$ cat src/hw/pin_alloc_pkg.sv
package pin_alloc_pkg;

  // Reference source for the clock multiplier and the codec clock
  localparam logic [1:0] REF_MCLK = 2'h0;
  localparam logic [1:0] REF_BCLK = 2'h1;
  localparam logic [1:0] REF_DIN  = 2'h2;
  localparam logic [1:0] REF_GPIO = 2'h3;

  // Function codes for the general-purpose pin
  localparam logic [2:0] GPIO_FN_OFF       = 3'h0;
  localparam logic [2:0] GPIO_FN_GPO       = 3'h1;
  localparam logic [2:0] GPIO_FN_GPI       = 3'h2;
  localparam logic [2:0] GPIO_FN_FIRST_INTERRUPT_OUTPUT      = 3'h3;
  localparam logic [2:0] GPIO_FN_SECOND_INTERRUPT_OUTPUT      = 3'h4;
  localparam logic [2:0] GPIO_FN_SEC_IN    = 3'h5;
  localparam logic [2:0] GPIO_FN_SEC_BCLKO = 3'h6;
  localparam logic [2:0] GPIO_FN_AUX_CLK   = 3'h7;

  // Function codes for the serial data out pin
  localparam logic [2:0] DOUT_FN_OFF       = 3'h0;
  localparam logic [2:0] DOUT_FN_GPO       = 3'h1;
  localparam logic [2:0] DOUT_FN_FIRST_INTERRUPT_OUTPUT      = 3'h2;
  localparam logic [2:0] DOUT_FN_SECOND_INTERRUPT_OUTPUT      = 3'h3;
  localparam logic [2:0] DOUT_FN_SEC_BCLKO = 3'h4;
  localparam logic [2:0] DOUT_FN_SEC_WCLKO = 3'h5;
  localparam logic [2:0] DOUT_FN_SEC_DOUT  = 3'h6;
  localparam logic [2:0] DOUT_FN_AUX_CLK   = 3'h7;

  // Function codes for the serial clock pin
  localparam logic [1:0] SCLK_FN_OFF    = 2'h0;
  localparam logic [1:0] SCLK_FN_GPI    = 2'h1;
  localparam logic [1:0] SCLK_FN_SEC_IN = 2'h2;

  // Secondary interface input selector
  localparam logic [1:0] SEC_SIG_BCLK = 2'h0;
  localparam logic [1:0] SEC_SIG_WCLK = 2'h1;
  localparam logic [1:0] SEC_SIG_DIN  = 2'h2;

  localparam int SYNC_STAGES = 2;
  localparam int NUM_IN_PINS = 7;

  // Pin indices inside the synchronised input vector
  localparam int PIN_MCLK = 0;
  localparam int PIN_BCLK = 1;
  localparam int PIN_WCLK = 2;
  localparam int PIN_DIN  = 3;
  localparam int PIN_GPIO = 4;
  localparam int PIN_SCLK = 5;
  localparam int PIN_SEL  = 6;

  typedef struct packed {
    logic [1:0] ref_src;
    logic       bclk_is_out;
    logic       wclk_is_out;
    logic       din_is_gpi;
    logic [2:0] gpio_fn;
    logic [2:0] dout_fn;
    logic [1:0] sclk_fn;
    logic [1:0] sec_sig;
  } pin_cfg_s;

  localparam pin_cfg_s CFG_RESET = '{
    ref_src:     REF_MCLK,
    bclk_is_out: 1'b0,
    wclk_is_out: 1'b0,
    din_is_gpi:  1'b0,
    gpio_fn:     GPIO_FN_OFF,
    dout_fn:     DOUT_FN_OFF,
    sclk_fn:     SCLK_FN_OFF,
    sec_sig:     SEC_SIG_BCLK
  };

  typedef struct packed {
    logic pll_ref;
    logic codec_clk;
    logic bclk;
    logic wclk;
    logic din;
    logic gpi1;
    logic gpi2;
    logic gpi3;
    logic sec_bclk;
    logic sec_wclk;
    logic sec_din;
  } core_in_s;

  typedef struct packed {
    logic bclk;
    logic wclk;
    logic gpo1;
    logic gpo2;
    logic first_interrupt_output;
    logic second_interrupt_output;
    logic sec_bclk;
    logic sec_wclk;
    logic sec_dout;
    logic aux_clk;
  } core_out_s;

endpackage

$ cat src/hw/multifunction_pin_allocator.sv
module multifunction_pin_allocator
  import pin_alloc_pkg::*;
(
  input  wire logic                    clock,
  input  wire logic                    nrst,
  input  wire pin_alloc_pkg::pin_cfg_s cfg_in,
  input  wire logic                    cfg_write,
  input  wire logic                    regulator_select_pin,
  input  wire logic                    protocol_select_pin,
  input  wire logic                    mclk_pin,
  input  wire logic                    bclk_pin_in,
  input  wire logic                    wclk_pin_in,
  input  wire logic                    din_pin,
  input  wire logic                    gpio_pin_in,
  input  wire logic                    sclk_pin,
  input  wire pin_alloc_pkg::core_out_s core_out,
  output logic                         bclk_pin_out,
  output logic                         bclk_pin_oe_n,
  output logic                         wclk_pin_out,
  output logic                         wclk_pin_oe_n,
  output logic                         gpio_pin_out,
  output logic                         gpio_pin_oe_n,
  output logic                         dout_pin_out,
  output logic                         dout_pin_oe_n,
  output pin_alloc_pkg::core_in_s      core_in,
  output pin_alloc_pkg::pin_cfg_s      cfg_state,
  output logic                         control_four_wire,
  output logic                         regulator_enable
);
  import pin_alloc_pkg::*;

  pin_cfg_s               cfg_reg;
  pin_cfg_s               cfg_next;
  logic [NUM_IN_PINS-1:0] pin_raw;
  logic [NUM_IN_PINS-1:0] pin_s;
  core_in_s               core_in_next;
  logic                   gpio_drv;
  logic                   gpio_val;
  logic                   dout_drv;
  logic                   dout_val;
  logic                   regulator_sync_reg;

  // Clears the other function of an exclusive pin that the reference source takes
  function automatic pin_cfg_s legalise(input pin_cfg_s c);
    pin_cfg_s r;
    r = c;
    if (r.ref_src == REF_DIN) begin
      r.din_is_gpi = 1'b0;
    end
    if (r.ref_src == REF_GPIO) begin
      r.gpio_fn = GPIO_FN_OFF;
    end
    if (r.ref_src == REF_BCLK) begin
      r.bclk_is_out = 1'b0;
    end
    if (r.sec_sig > SEC_SIG_DIN) begin
      r.sec_sig = SEC_SIG_BCLK;
    end
    return r;
  endfunction

  // Gates a pin level onto an input function only while allocated
  function automatic logic route_in(input logic allocated, input logic level);
    return allocated & level;
  endfunction

  assign pin_raw = {protocol_select_pin, sclk_pin, gpio_pin_in, din_pin,
                    wclk_pin_in, bclk_pin_in, mclk_pin};

  pin_sync u_sync (
    .clock        (clock),
    .nrst         (nrst),
    .pin_async    (pin_raw),
    .pin_sync_out (pin_s)
  );

  always_comb begin
    cfg_next = cfg_reg;
    if (cfg_write) begin
      cfg_next = legalise(cfg_in);
    end
  end

  // Configuration
  always_ff @(posedge clock or negedge nrst) begin
    if (!nrst) begin
      cfg_reg <= CFG_RESET;
    end else begin
      cfg_reg <= cfg_next;
    end
  end

  // Fixed-function pins are never touched by the configuration
  // The regulator strap is a raw pin too, so it gets its own two-stage synchroniser
  always_ff @(posedge clock or negedge nrst) begin
    if (!nrst) begin
      control_four_wire  <= 1'b0;
      regulator_sync_reg <= 1'b0;
      regulator_enable   <= 1'b0;
    end else begin
      control_four_wire  <= pin_s[PIN_SEL];
      regulator_sync_reg <= regulator_select_pin;
      regulator_enable   <= regulator_sync_reg;
    end
  end

  always_comb begin
    core_in_next = '0;
    // Master clock pin carries the codec clock unless the reference is the bit clock or gpio pin
    core_in_next.codec_clk = pin_s[PIN_MCLK];
    case (cfg_reg.ref_src)
      REF_MCLK: begin
        core_in_next.pll_ref = pin_s[PIN_MCLK];
      end
      REF_BCLK: begin
        core_in_next.pll_ref   = pin_s[PIN_BCLK];
        core_in_next.codec_clk = pin_s[PIN_BCLK];
      end
      REF_DIN: begin
        core_in_next.pll_ref = pin_s[PIN_DIN];
      end
      REF_GPIO: begin
        core_in_next.pll_ref   = pin_s[PIN_GPIO];
        core_in_next.codec_clk = pin_s[PIN_GPIO];
      end
      default: begin
        core_in_next.pll_ref = 1'b0;
      end
    endcase
    core_in_next.bclk = route_in(!cfg_reg.bclk_is_out, pin_s[PIN_BCLK]);
    core_in_next.wclk = route_in(!cfg_reg.wclk_is_out, pin_s[PIN_WCLK]);
    core_in_next.din  = route_in(cfg_reg.ref_src != REF_DIN && !cfg_reg.din_is_gpi,
                                 pin_s[PIN_DIN]);
    core_in_next.gpi1 = route_in(cfg_reg.din_is_gpi, pin_s[PIN_DIN]);
    core_in_next.gpi2 = route_in(cfg_reg.gpio_fn == GPIO_FN_GPI, pin_s[PIN_GPIO]);
    core_in_next.gpi3 = route_in(cfg_reg.sclk_fn == SCLK_FN_GPI, pin_s[PIN_SCLK]);
    // Secondary inputs come from whichever pin is allocated, gpio pin first
    if (cfg_reg.gpio_fn == GPIO_FN_SEC_IN) begin
      core_in_next.sec_bclk = route_in(cfg_reg.sec_sig == SEC_SIG_BCLK, pin_s[PIN_GPIO]);
      core_in_next.sec_wclk = route_in(cfg_reg.sec_sig == SEC_SIG_WCLK, pin_s[PIN_GPIO]);
      core_in_next.sec_din  = route_in(cfg_reg.sec_sig == SEC_SIG_DIN, pin_s[PIN_GPIO]);
    end else if (cfg_reg.sclk_fn == SCLK_FN_SEC_IN) begin
      core_in_next.sec_bclk = route_in(cfg_reg.sec_sig == SEC_SIG_BCLK, pin_s[PIN_SCLK]);
      core_in_next.sec_wclk = route_in(cfg_reg.sec_sig == SEC_SIG_WCLK, pin_s[PIN_SCLK]);
      core_in_next.sec_din  = route_in(cfg_reg.sec_sig == SEC_SIG_DIN, pin_s[PIN_SCLK]);
    end
  end

  // Inputs to the core are registered so they never glitch on a config change
  always_ff @(posedge clock or negedge nrst) begin
    if (!nrst) begin
      core_in <= '0;
    end else begin
      core_in <= core_in_next;
    end
  end

  // Exactly one function per output pin: the case picks a single source
  always_comb begin
    gpio_drv = 1'b1;
    gpio_val = 1'b0;
    case (cfg_reg.gpio_fn)
      GPIO_FN_GPO:       gpio_val = core_out.gpo1;
      GPIO_FN_FIRST_INTERRUPT_OUTPUT:      gpio_val = core_out.first_interrupt_output;
      GPIO_FN_SECOND_INTERRUPT_OUTPUT:      gpio_val = core_out.second_interrupt_output;
      GPIO_FN_SEC_BCLKO: gpio_val = core_out.sec_bclk;
      GPIO_FN_AUX_CLK:   gpio_val = core_out.aux_clk;
      default: begin
        gpio_drv = 1'b0;
      end
    endcase
    dout_drv = 1'b1;
    dout_val = 1'b0;
    case (cfg_reg.dout_fn)
      DOUT_FN_GPO:       dout_val = core_out.gpo2;
      DOUT_FN_FIRST_INTERRUPT_OUTPUT:      dout_val = core_out.first_interrupt_output;
      DOUT_FN_SECOND_INTERRUPT_OUTPUT:      dout_val = core_out.second_interrupt_output;
      DOUT_FN_SEC_BCLKO: dout_val = core_out.sec_bclk;
      DOUT_FN_SEC_WCLKO: dout_val = core_out.sec_wclk;
      DOUT_FN_SEC_DOUT:  dout_val = core_out.sec_dout;
      DOUT_FN_AUX_CLK:   dout_val = core_out.aux_clk;
      default: begin
        dout_drv = 1'b0;
      end
    endcase
  end

  // Pin drivers
  always_ff @(posedge clock or negedge nrst) begin
    if (!nrst) begin
      bclk_pin_out  <= 1'b0;
      bclk_pin_oe_n <= 1'b1;
      wclk_pin_out  <= 1'b0;
      wclk_pin_oe_n <= 1'b1;
      gpio_pin_out  <= 1'b0;
      gpio_pin_oe_n <= 1'b1;
      dout_pin_out  <= 1'b0;
      dout_pin_oe_n <= 1'b1;
    end else begin
      bclk_pin_out  <= cfg_reg.bclk_is_out & core_out.bclk;
      bclk_pin_oe_n <= !cfg_reg.bclk_is_out;
      wclk_pin_out  <= cfg_reg.wclk_is_out & core_out.wclk;
      wclk_pin_oe_n <= !cfg_reg.wclk_is_out;
      gpio_pin_out  <= gpio_val;
      gpio_pin_oe_n <= !gpio_drv;
      dout_pin_out  <= dout_val;
      dout_pin_oe_n <= !dout_drv;
    end
  end

  assign cfg_state = cfg_reg;

endmodule

$ cat src/hw/pin_sync.sv
module pin_sync
  import pin_alloc_pkg::*;
(
  input  wire logic                   clock,
  input  wire logic                   nrst,
  input  wire logic [NUM_IN_PINS-1:0] pin_async,
  output logic      [NUM_IN_PINS-1:0] pin_sync_out
);

  // First stage feeds only the second stage
  logic [NUM_IN_PINS-1:0] stage_reg [SYNC_STAGES];

  genvar i;
  generate
    for (i = 0; i < NUM_IN_PINS; i++) begin : g_bit
      always_ff @(posedge clock or negedge nrst) begin
        if (!nrst) begin
          stage_reg[0][i] <= 1'b0;
          stage_reg[1][i] <= 1'b0;
        end else begin
          stage_reg[0][i] <= pin_async[i];
          stage_reg[1][i] <= stage_reg[0][i];
        end
      end
    end
  endgenerate

  assign pin_sync_out = stage_reg[SYNC_STAGES-1];

endmodule

$ cat config.mk
export PLATFORM = sky130hd
export DESIGN_NAME = multifunction_pin_allocator
export DESIGN_NICKNAME = d
export VERILOG_FILES = /design/src/hw/pin_alloc_pkg.sv /design/src/hw/multifunction_pin_allocator.sv /design/src/hw/pin_sync.sv
export SDC_FILE = /design/constraint.sdc
export NUM_CORES = 1
export LEC_CHECK = 0
export BUFFER_PORTS_ARGS = -buffer_cell sky130_fd_sc_hd__buf_2
export CORE_MARGIN = 5
export CORE_UTILIZATION = 51
export DETAILED_ROUTE_END_ITERATION = 8
export GPL_TIMING_DRIVEN = 0
export PLACE_DENSITY_LB_ADDON = 0.12
export RECOVER_POWER = 50
export SLEW_MARGIN = 30
export SYNTH_ARGS = -nofsm -noshare
export SYNTH_HDL_FRONTEND = slang
export SYNTH_HIERARCHICAL = 1
export SYNTH_SLANG_ARGS = --single-unit
$ cat constraint.sdc
create_clock -name clock -period 3.1 [get_ports clock]
set_clock_uncertainty 0.1 [all_clocks]
set_input_delay 0.465 -clock clock [delete_from_list [all_inputs] [get_ports clock]]
set_output_delay 0.465 -clock clock [all_outputs]
set_load 0.03 [all_outputs]
==> impl_metrics.yaml, run 1 <==
run_status:
  outcome: "finished, final reports clean"
timing:
  fmax_ghz: 0.603
  worst_pin_slew_ns: 1.19
  period_minus_slack_ns: 1.66
  setup_viol: 0
  finalCritPeriodShare: 0.535
  hold_viol_final: 0
  maxSlewViolCount: 0
  hold_slack_ns: 0.107
  rsz0062_at_grt: "false"
  max_slew_margin: 0.209
  final.setup.tns_ns: 0
cells_and_area:
  final_cell_area_um2: 2290
  antenna_cells: 0
  nets: 240
  syn_to_final_growth_pct: 26.1
  final_layout_size_suffix_gt1_frac: 0.463
  largest_reg_flops: 15
  fillers: 276
floorplanning:
  fp.coreArea_um2: 3390
  chipHeight_um: 69.6
  dieArea_um2: 4850
  die_x_um: 69.6
  ios: 72
  rows: 21
  start_util: 0.535
global_routing:
  grt.total_usage: 0.151
  antenna_found_initial: 0
  grt_overflow_total: 0
  grt_pass1_vias: 1270
  grt_max_degree: 52
  grt_pass1_wl_um: 5770
placed_design:
  dpl.hpwl_um: 2610
  placed_area_um2: 2230
  port_buffers: 71
  gp_congestion: 0.771
critical_path:
  worstPathCellList: "buf_2"
  end_kind: "output port"
  path_max_fanout: 8
  crit_family: "flip-flops"
  crit_arrival_ns: 1.09
  critical_path_class: "flop to output port"
  critical_path_buf_inv_count: 1
  slowest_delay_ns: 0.50
  reg2reg_slack_ns: 1.71
  r2r_end: "dout_pin_out$_DFF_PN0_"
  crit_path_start_kind: "flop"
  required_ns: 2.53
  ff2ff_path_depth: 3
  reg2reg_from: "cfg_state[4]$_DFFE_PN0P_"
  slowest_stage: "dfrtp_1"
synthesis:
  ys_ff_latch: 51
  synth_area_per_cell_um2: 14.4
  yosysWarnings: 6
  yosysTopAreaCell: "dfrtp_1"
  syn_inst: 126
  yosysSeqAreaShare: 0.707
  yosys.area.top_type_share: 0.649
  syn-cell-area_um2: 1810
  synth_area_leaders: "dfrtp_1, dfstp_2, mux2_1"
  synth.net_count: 162
  netlist-cell-type-count: 27
drt:
  ant_nets: 0
  drtIter0Drc: 72
  wl_per_cell_um: 13.4
  viasPerCell: 4.84
  drt-total-wl_um: 3370
  num_vias: 1216
  drc: 0
  drt-pass1-iter-count: 4
clock_network:
  cts_made_buffers: 5
  cts_buffer_depth: 2
  cts_root_buf: "clkbuf_4"
  post_cts.repair.setup_buffers: 0
  cts_hold_buf: 0
  clk_pin_slew_worst_paths_ns: 0.14
  cts_tree: "done"
  clock-sinks: 51
  cts-resized-gates: 0
  cts.htree.levels: 2
  clk_latency_ns: 0.35
power_and_ir_drop:
  vdd_ir_drop_max_mv: 0.269
  p_leak_nw: 1.18
  p_total_mw: 1.29
  power_density_nw_per_um2: 566
run:
  maxCapViolCount: 0
hold_path:
  min_from: "sclk_pin"
  whs_endpoint: "u_sync/stage_reg[12]$_DFF_PN0_"
  min_path_type: "input pin to flop"
  whs_path_depth: 1
-- cells in the mapped netlist, drive strengths merged --
cell type / instances
dfrtp: 47
mux2: 10
buf: 9
o21ai: 9
inv: 8
nand2: 5
nor3: 5
dfstp: 4
nor2b: 4
and2: 3
mux2i: 3
nand3: 3
nand3b: 3
a21oi: 2
and3b: 2
mux4: 2
a21boi: 1
a221oi: 1
a22oi: 1
and2b: 1
nor2: 1
nor3b: 1
o211ai: 1
-- how the worst max path moves through the flow --
| stage | start | end | slack (ns) | cells past startpoint |
|---|---|---|---|---|
| after floorplan | cfg_state[4]$_DFFE_PN0P_ | dout_pin_out$_DFF_PN0_ | 1.62 | 3 |
| after global placement | nrst | u_sync/stage_reg[12]$_DFF_PN0_ | 1.64 | 1 |
| after detailed placement | core_out[0] | dout_pin_out$_DFF_PN0_ | 1.68 | 4 |
| after CTS | cfg_state[4]$_DFFE_PN0P_ | cfg_state[4] | 1.41 | 1 |
| after global routing | cfg_state[9]$_DFFE_PN0P_ | cfg_state[9] | 1.35 | 1 |
| final | cfg_state[9]$_DFFE_PN0P_ | cfg_state[9] | 1.44 | 1 |
-- where the power goes --
group          total, mW  switching (mW)  internal [mW]
combinational      0.240           0.153         0.0869
clock              0.300           0.189          0.110
sequential         0.753          0.0329          0.721
-- through the flow --
stage	worst slack, ns	utilization	std cells
detailed placement	1.68	0.657	243
global placement	1.64	0.657	243
CTS	1.41	0.675	251
finish	1.44	0.674	251
global route	1.35	0.674	251
floorplan	1.62	-	126
-- cell type report --
type                            instances  area (µm²)  share of cell area
Buffer                                  9        62.6              0.0274
Clock buffer                            7        55.1              0.0241
Clock inverter                          1        5.00             0.00219
Inverter                                8        30.0              0.0131
Multi-Input combinational cell         58         439               0.192
Sequential cell                        51        1280               0.560
Tap cell                               46        57.6              0.0252
Timing Repair Buffer                   71         355               0.155
-- kinds of logic after synthesis --
logic type	count (synthesis)	share of synthesized area
AOI/OAI and AO/OA	15	0.0497
buffers and inverters	17	0.0511
DFF	51	0.707
muxes	15	0.104
and+or+nand+nor	28	0.0890
-- cells in the final DEF, fill, tap and decap left out, drive strengths merged, types with 4 or more instances in the layout --
cell    netlist  routed
buf           9      78
clkbuf        0       9
dfrtp        47      47
dfstp         4       4
inv           8       8
mux2         10      10
nand2         5       5
nor2b         4       4
nor3          5       5
o21ai         9       9
-- metal layers --
metal	vias up	global-route usage	share of wire
met5	-	0	0
met4	0	0.0638	0.010
met3	4	0.0638	0.096
met2	48	0.256	0.50
met1	587	0.167	0.39
li1	577	-	-
Note: power is estimated with default switching activity, not from simulation.
==> inputs of run 2 (changes only) <==
--- a/config.mk
+++ b/config.mk
@@ -5,9 +5,10 @@
 export SDC_FILE = /design/constraint.sdc
 export NUM_CORES = 1
 export LEC_CHECK = 0
+export ABC_AREA = 1
 export BUFFER_PORTS_ARGS = -buffer_cell sky130_fd_sc_hd__buf_2
 export CORE_MARGIN = 5
-export CORE_UTILIZATION = 51
+export CORE_UTILIZATION = 48
 export DETAILED_ROUTE_END_ITERATION = 8
 export GPL_TIMING_DRIVEN = 0
 export PLACE_DENSITY_LB_ADDON = 0.12
==> constraint.sdc (replaced) <==
create_clock -name clock -period 1.6 [get_ports clock]
set_clock_uncertainty 0.1 [all_clocks]
set_input_delay 0.24 -clock clock [delete_from_list [all_inputs] [get_ports clock]]
set_output_delay 0.24 -clock clock [all_outputs]
set_load 0.03 [all_outputs]
==> run 2 against run 1 <==
  * First-iteration DRC count is 4.2% higher
  * Register-to-register slack worse by 1.3 ns
  * Clock-buffer cell count fell by 2
  * Utilization down 1.7 points
==> impl_metrics.yaml, run 2 <==
timing:
  worst_pin_slew_ns: 0.652
  hold_viol_final: 0
  period_minus_slack_ns: 1.39
  rsz0062_at_grt: "false"
  fmax_ghz: 0.721
  finalCritPeriodShare: 0.867
  max_slew_margin: 0.565
  maxSlewViolCount: 0
  hold_slack_ns: 0.0340
  setup_viol: 0
  final.setup.tns_ns: 0
hold_path:
  min_from: "core_out[8]"
  min_path_type: "input pin to flop"
  whs_path_depth: 3
  whs_endpoint: "wclk_pin_out$_DFF_PN0_"
synthesis:
  synth_ff_type: "dfrtp_1"
  synth_most_common_cell: "dfrtp_1"
  synth_area_leaders: "dfrtp_1, nand3_1, nand2_1"
  synth_compound_area_frac: 0.0490
  netlist-cell-type-count: 18
  yosysSeqAreaShare: 0.678
  synthArstFlopShare: 1.00
  synthSimpleGateAreaFrac: 0.181
  synthAdderAreaFrac: 0
  synth_top_family_by_area: "simple AND/OR/NAND/NOR gates"
  yosysTopAreaCell: "dfrtp_1"
  yosys-mux-area-fraction: 0.00596
  synth_edf_count: 0
  yosys.area.top_type_share: 0.623
  yosysWarnings: 6
  synth_xor_area_frac: 0
  syn_inst: 180
  ys_top_cells_by_count: "dfrtp_1, nand2_1, nand3_1"
  ys_ff_latch: 51
  synth_area_per_cell_um2: 10.5
  syn-cell-area_um2: 1890
  synth.net_count: 216
clock_network:
  cts_tree: "done"
  cts.htree.levels: 2
  clock-sinks: 51
  cts-resized-gates: 0
  clk_pin_slew_worst_paths_ns: 0.09
  cts_hold_buf: 9
  cts_made_buffers: 5
  cts_buffer_depth: 2
  cts_root_buf: "clkbuf_8"
  clk_latency_ns: 0.29
  post_cts.repair.setup_buffers: 0
run:
  maxCapViolCount: 0
placed_design:
  placed_area_um2: 2300
  gp_congestion: 0.772
  port_buffers: 70
  dpl.hpwl_um: 2780
floorplanning:
  fp.coreArea_um2: 3740
  rows: 22
  ios: 72
  dieArea_um2: 5290
  chipHeight_um: 72.7
  start_util: 0.505
  die_x_um: 72.7
cells_and_area:
  syn_to_final_growth_pct: 30.3
  post-route-util: 0.657
  nets: 302
  final_layout_size_suffix_gt1_frac: 0.337
  final_cell_area_um2: 2460
  largest_reg_flops: 15
  final_common_cell: "buf_2"
  antenna_cells: 0
  final_cell_mix: "buf_2, dfrtp_1, nand2_1"
critical_path:
  r2r_end: "core_in[1]$_DFF_PN0_"
  required_ns: 1.26
  crit_family: "flip-flops"
  slowest_stage: "dfrtp_1"
  critical_path_buf_inv_count: 1
  end_kind: "output port"
  critical_path_class: "flop to output port"
  reg2reg_slack_ns: 0.46
  path_max_fanout: 7
  worstPathCellList: "buf_2"
  slowest_delay_ns: 0.50
  ff2ff_path_depth: 5
  crit_path_start_kind: "flop"
  reg2reg_from: "cfg_state[8]$_DFFE_PN0P_"
  crit_arrival_ns: 1.05
global_routing:
  grt.total_usage: 0.149
  grt_pass1_vias: 1338
  grt_overflow_total: 0
  grt_pass1_wl_um: 6050
  grt_max_degree: 52
  antenna_found_initial: 0
drt:
  viasPerCell: 4.63
  num_vias: 1459
  drc: 0
  drt-total-wl_um: 3720
  ant_nets: 0
  drtIter0Drc: 75
  drt-pass1-iter-count: 4
  wl_per_cell_um: 11.8
power_and_ir_drop:
  power_density_nw_per_um2: 1070
  p_total_mw: 2.62
  vdd_ir_drop_max_mv: 0.667
  clkPwrFrac: 0.260
  intPower_mw: 1.85
  p_sw_mw: 0.769
  p_leak_nw: 1.33
  pwr-share-comb: 0.187
  seqPwrFrac: 0.553
  sw_frac_of_total: 0.293
run_status:
  outcome: "finished, final reports clean"
==> run 2: kinds of logic after synthesis <==
family | count (synthesis)
AND/OR/NAND/NOR | 78
AO/OA/AOI/OAI | 18
multiplexers | 1
buffers and inverters | 32
flip-flops | 51
==> run 2: routing by layer <==
layer / vias to the layer above / routed length [µm] / track usage
met5: - / 0 / 0
met4: 0 / 56 / 0.0615
met3: 6 / 301 / 0.0413
met2: 46 / 1780 / 0.230
met1: 671 / 1590 / 0.199
li1: 736 / - / -
==> run 2: layout make-up <==
type / count / area (µm²)
buffer: 10 / 65.1
clock buffer: 5 / 68.8
clock inverter: 3 / 15.0
fill: 332 / 1280
inverter: 22 / 82.6
multi-input combinational: 97 / 445
sequential: 51 / 1280
tap: 48 / 60.1
timing repair buffer: 79 / 443
==> run 2: worst max-delay path by stage <==
stage,start,to,slack [ns],depth (start not counted)
2_1_floorplan,cfg_state[7]$_DFFE_PN0P_,gpio_pin_out$_DFF_PN0_,0.40,5
3_3_place_gp,nrst,cfg_state[0]$_DFFE_PN0P_,0.29,1
3_5_place_dp,cfg_state[4]$_DFFE_PN0P_,dout_pin_out$_DFF_PN0_,0.53,5
4_1_cts,cfg_state[9]$_DFFE_PN0P_,cfg_state[9],0.20,1
5_1_grt,cfg_state[9]$_DFFE_PN0P_,cfg_state[9],0.16,1
6_report,cfg_state[9]$_DFFE_PN0P_,cfg_state[9],0.21,1
==> run 2: worst reg2reg max path, stage by stage (launching register included) <==
cell,delay [ns]
dfrtp_1,0.46
inv_1,0.14
nand3_2,0.07
inv_1,0.14
nand3_1,0.08
o21ai_1,0.09
==> run 2: power groups by stage <==
stage / logic [mW] / registers, mW / clock network, mW
floorplan: 0.133 / 1.64 / 0
global placement: 0.480 / 1.48 / 0
detailed placement: 0.485 / 1.48 / 0
CTS: 0.503 / 1.45 / 0.714
global route: 0.540 / 1.47 / 0.771
finish: 0.491 / 1.45 / 0.681
==> run 2: stage by stage <==
stage	worst slack, ns	std cells
finish	0.213	315
global route	0.156	315
CTS	0.204	315
detailed placement	0.527	298
global placement	0.286	298
floorplan	0.403	180
==> inputs of run 3 (changes only) <==
--- a/config.mk
+++ b/config.mk
@@ -5,10 +5,9 @@
 export SDC_FILE = /design/constraint.sdc
 export NUM_CORES = 1
 export LEC_CHECK = 0
-export ABC_AREA = 1
 export BUFFER_PORTS_ARGS = -buffer_cell sky130_fd_sc_hd__buf_2
 export CORE_MARGIN = 5
-export CORE_UTILIZATION = 48
+export CORE_UTILIZATION = 47
 export DETAILED_ROUTE_END_ITERATION = 8
 export GPL_TIMING_DRIVEN = 0
 export PLACE_DENSITY_LB_ADDON = 0.12
==> run 3 against run 2 <==
  * Final area is 1.8% lower
  * Utilization is 0.21 points lower
  * Critical path depth stayed put
  * Critical endpoint unchanged
  * Highest routed layer unchanged
==> impl_metrics.yaml, run 3 (synthesized netlist as in run 1, its figures left out) <==
clock_network:
  cts_tree: "done"
  cts_root_buf: "clkbuf_8"
  cts_made_buffers: 5
  clk_pin_slew_worst_paths_ns: 0.09
  clock-sinks: 51
  clk_latency_ns: 0.30
  cts-resized-gates: 0
  cts_hold_buf: 9
  cts_buffer_depth: 2
  post_cts.repair.setup_buffers: 0
  cts.htree.levels: 2
timing:
  setup_viol: 0
  hold_viol_final: 0
  worst_pin_slew_ns: 0.661
  final.setup.tns_ns: 0
  rsz0062_at_grt: "false"
  max_slew_margin: 0.560
  maxSlewViolCount: 0
  fmax_ghz: 0.728
  period_minus_slack_ns: 1.37
  finalCritPeriodShare: 0.859
cells_and_area:
  final_cell_mix: "buf_2, dfrtp_1, mux2_1, dlygate4sd3_1"
  antenna_cells: 0
  syn_to_final_growth_pct: 33.3
  largest_reg_flops: 15
  final_common_cell: "buf_2"
  final_layout_size_suffix_gt1_frac: 0.439
  post-route-util: 0.655
  nets: 249
  final_cells: 262
drt:
  wl_per_cell_um: 13.8
  ant_nets: 0
  drt-pass1-iter-count: 4
  drt-total-wl_um: 3620
  num_vias: 1227
  drc: 0
  viasPerCell: 4.68
  drtIter0Drc: 94
power_and_ir_drop:
  p_leak_nw: 1.23
  vdd_ir_drop_max_mv: 0.553
  power_density_nw_per_um2: 1120
run_status:
  outcome: "finished, final reports clean"
critical_path:
  end_kind: "output port"
  critical_path_class: "flop to output port"
  crit_path_start_kind: "flop"
  crit_arrival_ns: 1.03
  critical_path_cell_count: 1
  reg2reg_from: "cfg_state[4]$_DFFE_PN0P_"
  crit_start: "cfg_state[9]$_DFFE_PN0P_"
  slowest_delay_ns: 0.48
  slowest_stage: "dfrtp_1"
  setup.worst_path.end: "cfg_state[9]"
  required_ns: 1.26
  r2r_end: "dout_pin_out$_DFF_PN0_"
  reg2reg_slack_ns: 0.23
  ff2ff_path_depth: 3
  crit_family: "flip-flops"
  path_max_fanout: 8
  critical_path_buf_inv_count: 1
  worstPathCellList: "buf_2"
placed_design:
  place_inst: 245
  gp_congestion: 0.751
  dpl.hpwl_um: 2700
  port_buffers: 71
global_routing:
  grt.total_usage: 0.153
  grt_overflow_total: 0
  grt_max_degree: 52
  grt_pass1_wl_um: 5930
  grt_pass1_vias: 1258
  antenna_found_initial: 0
floorplanning:
  dieArea_um2: 5200
  rows: 22
  fp.coreArea_um2: 3690
  chipHeight_um: 72.1
  start_util: 0.492
  die_x_um: 72.1
  ios: 72
run:
  maxCapViolCount: 0
hold_path:
  min_path_type: "input pin to flop"
-- run 3: cell count changes in the layout (fill, tap and decap cells not counted), moves of 4 or more --
cell / change
inv_1: -14
mux2_1: +8
nand2_1: -24
nand3_1: -23
nor2_1: -18
nor2b_1: +4
nor3_1: +4
o21ai_0: -6
-- run 3: worst min-delay path by stage --
stage	start	slack, ns	to	cells after the start
4_1_cts	cfg_in[5]	0.04	cfg_state[5]$_DFFE_PN0P_	2
3_3_place_gp	u_sync/stage_reg[11]$_DFF_PN0_	0.23	u_sync/pin_sync_out[4]$_DFF_PN0_	0
5_1_grt	cfg_in[2]	0.05	cfg_state[2]$_DFFE_PN0P_	2
2_1_floorplan	nrst	-0.16	bclk_pin_out$_DFF_PN0_	0
3_5_place_dp	nrst	0.20	control_four_wire$_DFF_PN0_	1
6_report	cfg_in[5]	0.05	cfg_state[5]$_DFFE_PN0P_	2
-- run 3: layer usage --
metal  up-vias  global-route usage  part of all wire
met2        47               0.249              0.49
met3         5              0.0540             0.090
met4         0              0.0564             0.016
met5         -                   0                 0
met1       583               0.188              0.40
li1        592                   -                 -
-- run 3: power by group --
group | leakage [nW] | switching [mW] | internal [mW]
clock network | 0.0515 | 0.380 | 0.395
logic | 0.563 | 0.303 | 0.180
registers | 0.616 | 0.0645 | 1.40
-- run 3: stage by stage --
step	setup WS (ns)	hold WS, ns	area, µm²	total power [mW]
2_1_floorplan	0.118	-0.156	1810	1.77
3_3_place_gp	0.284	0.233	2230	1.95
3_5_place_dp	0.245	0.195	2230	1.96
4_1_cts	0.211	0.0448	2420	2.76
5_1_grt	0.161	0.0467	2420	2.86
6_report	0.226	0.0519	2420	2.72
-- run 3: layout make-up --
class                      instances  area [µm²]
clock buffer                       8         100
fill                             310        1270
multi-input combinational         58         439
tap                               48        60.1
inverter                           8        30.0
sequential                        51        1280
timing repair buffer              80         448
buffer                             9        58.8
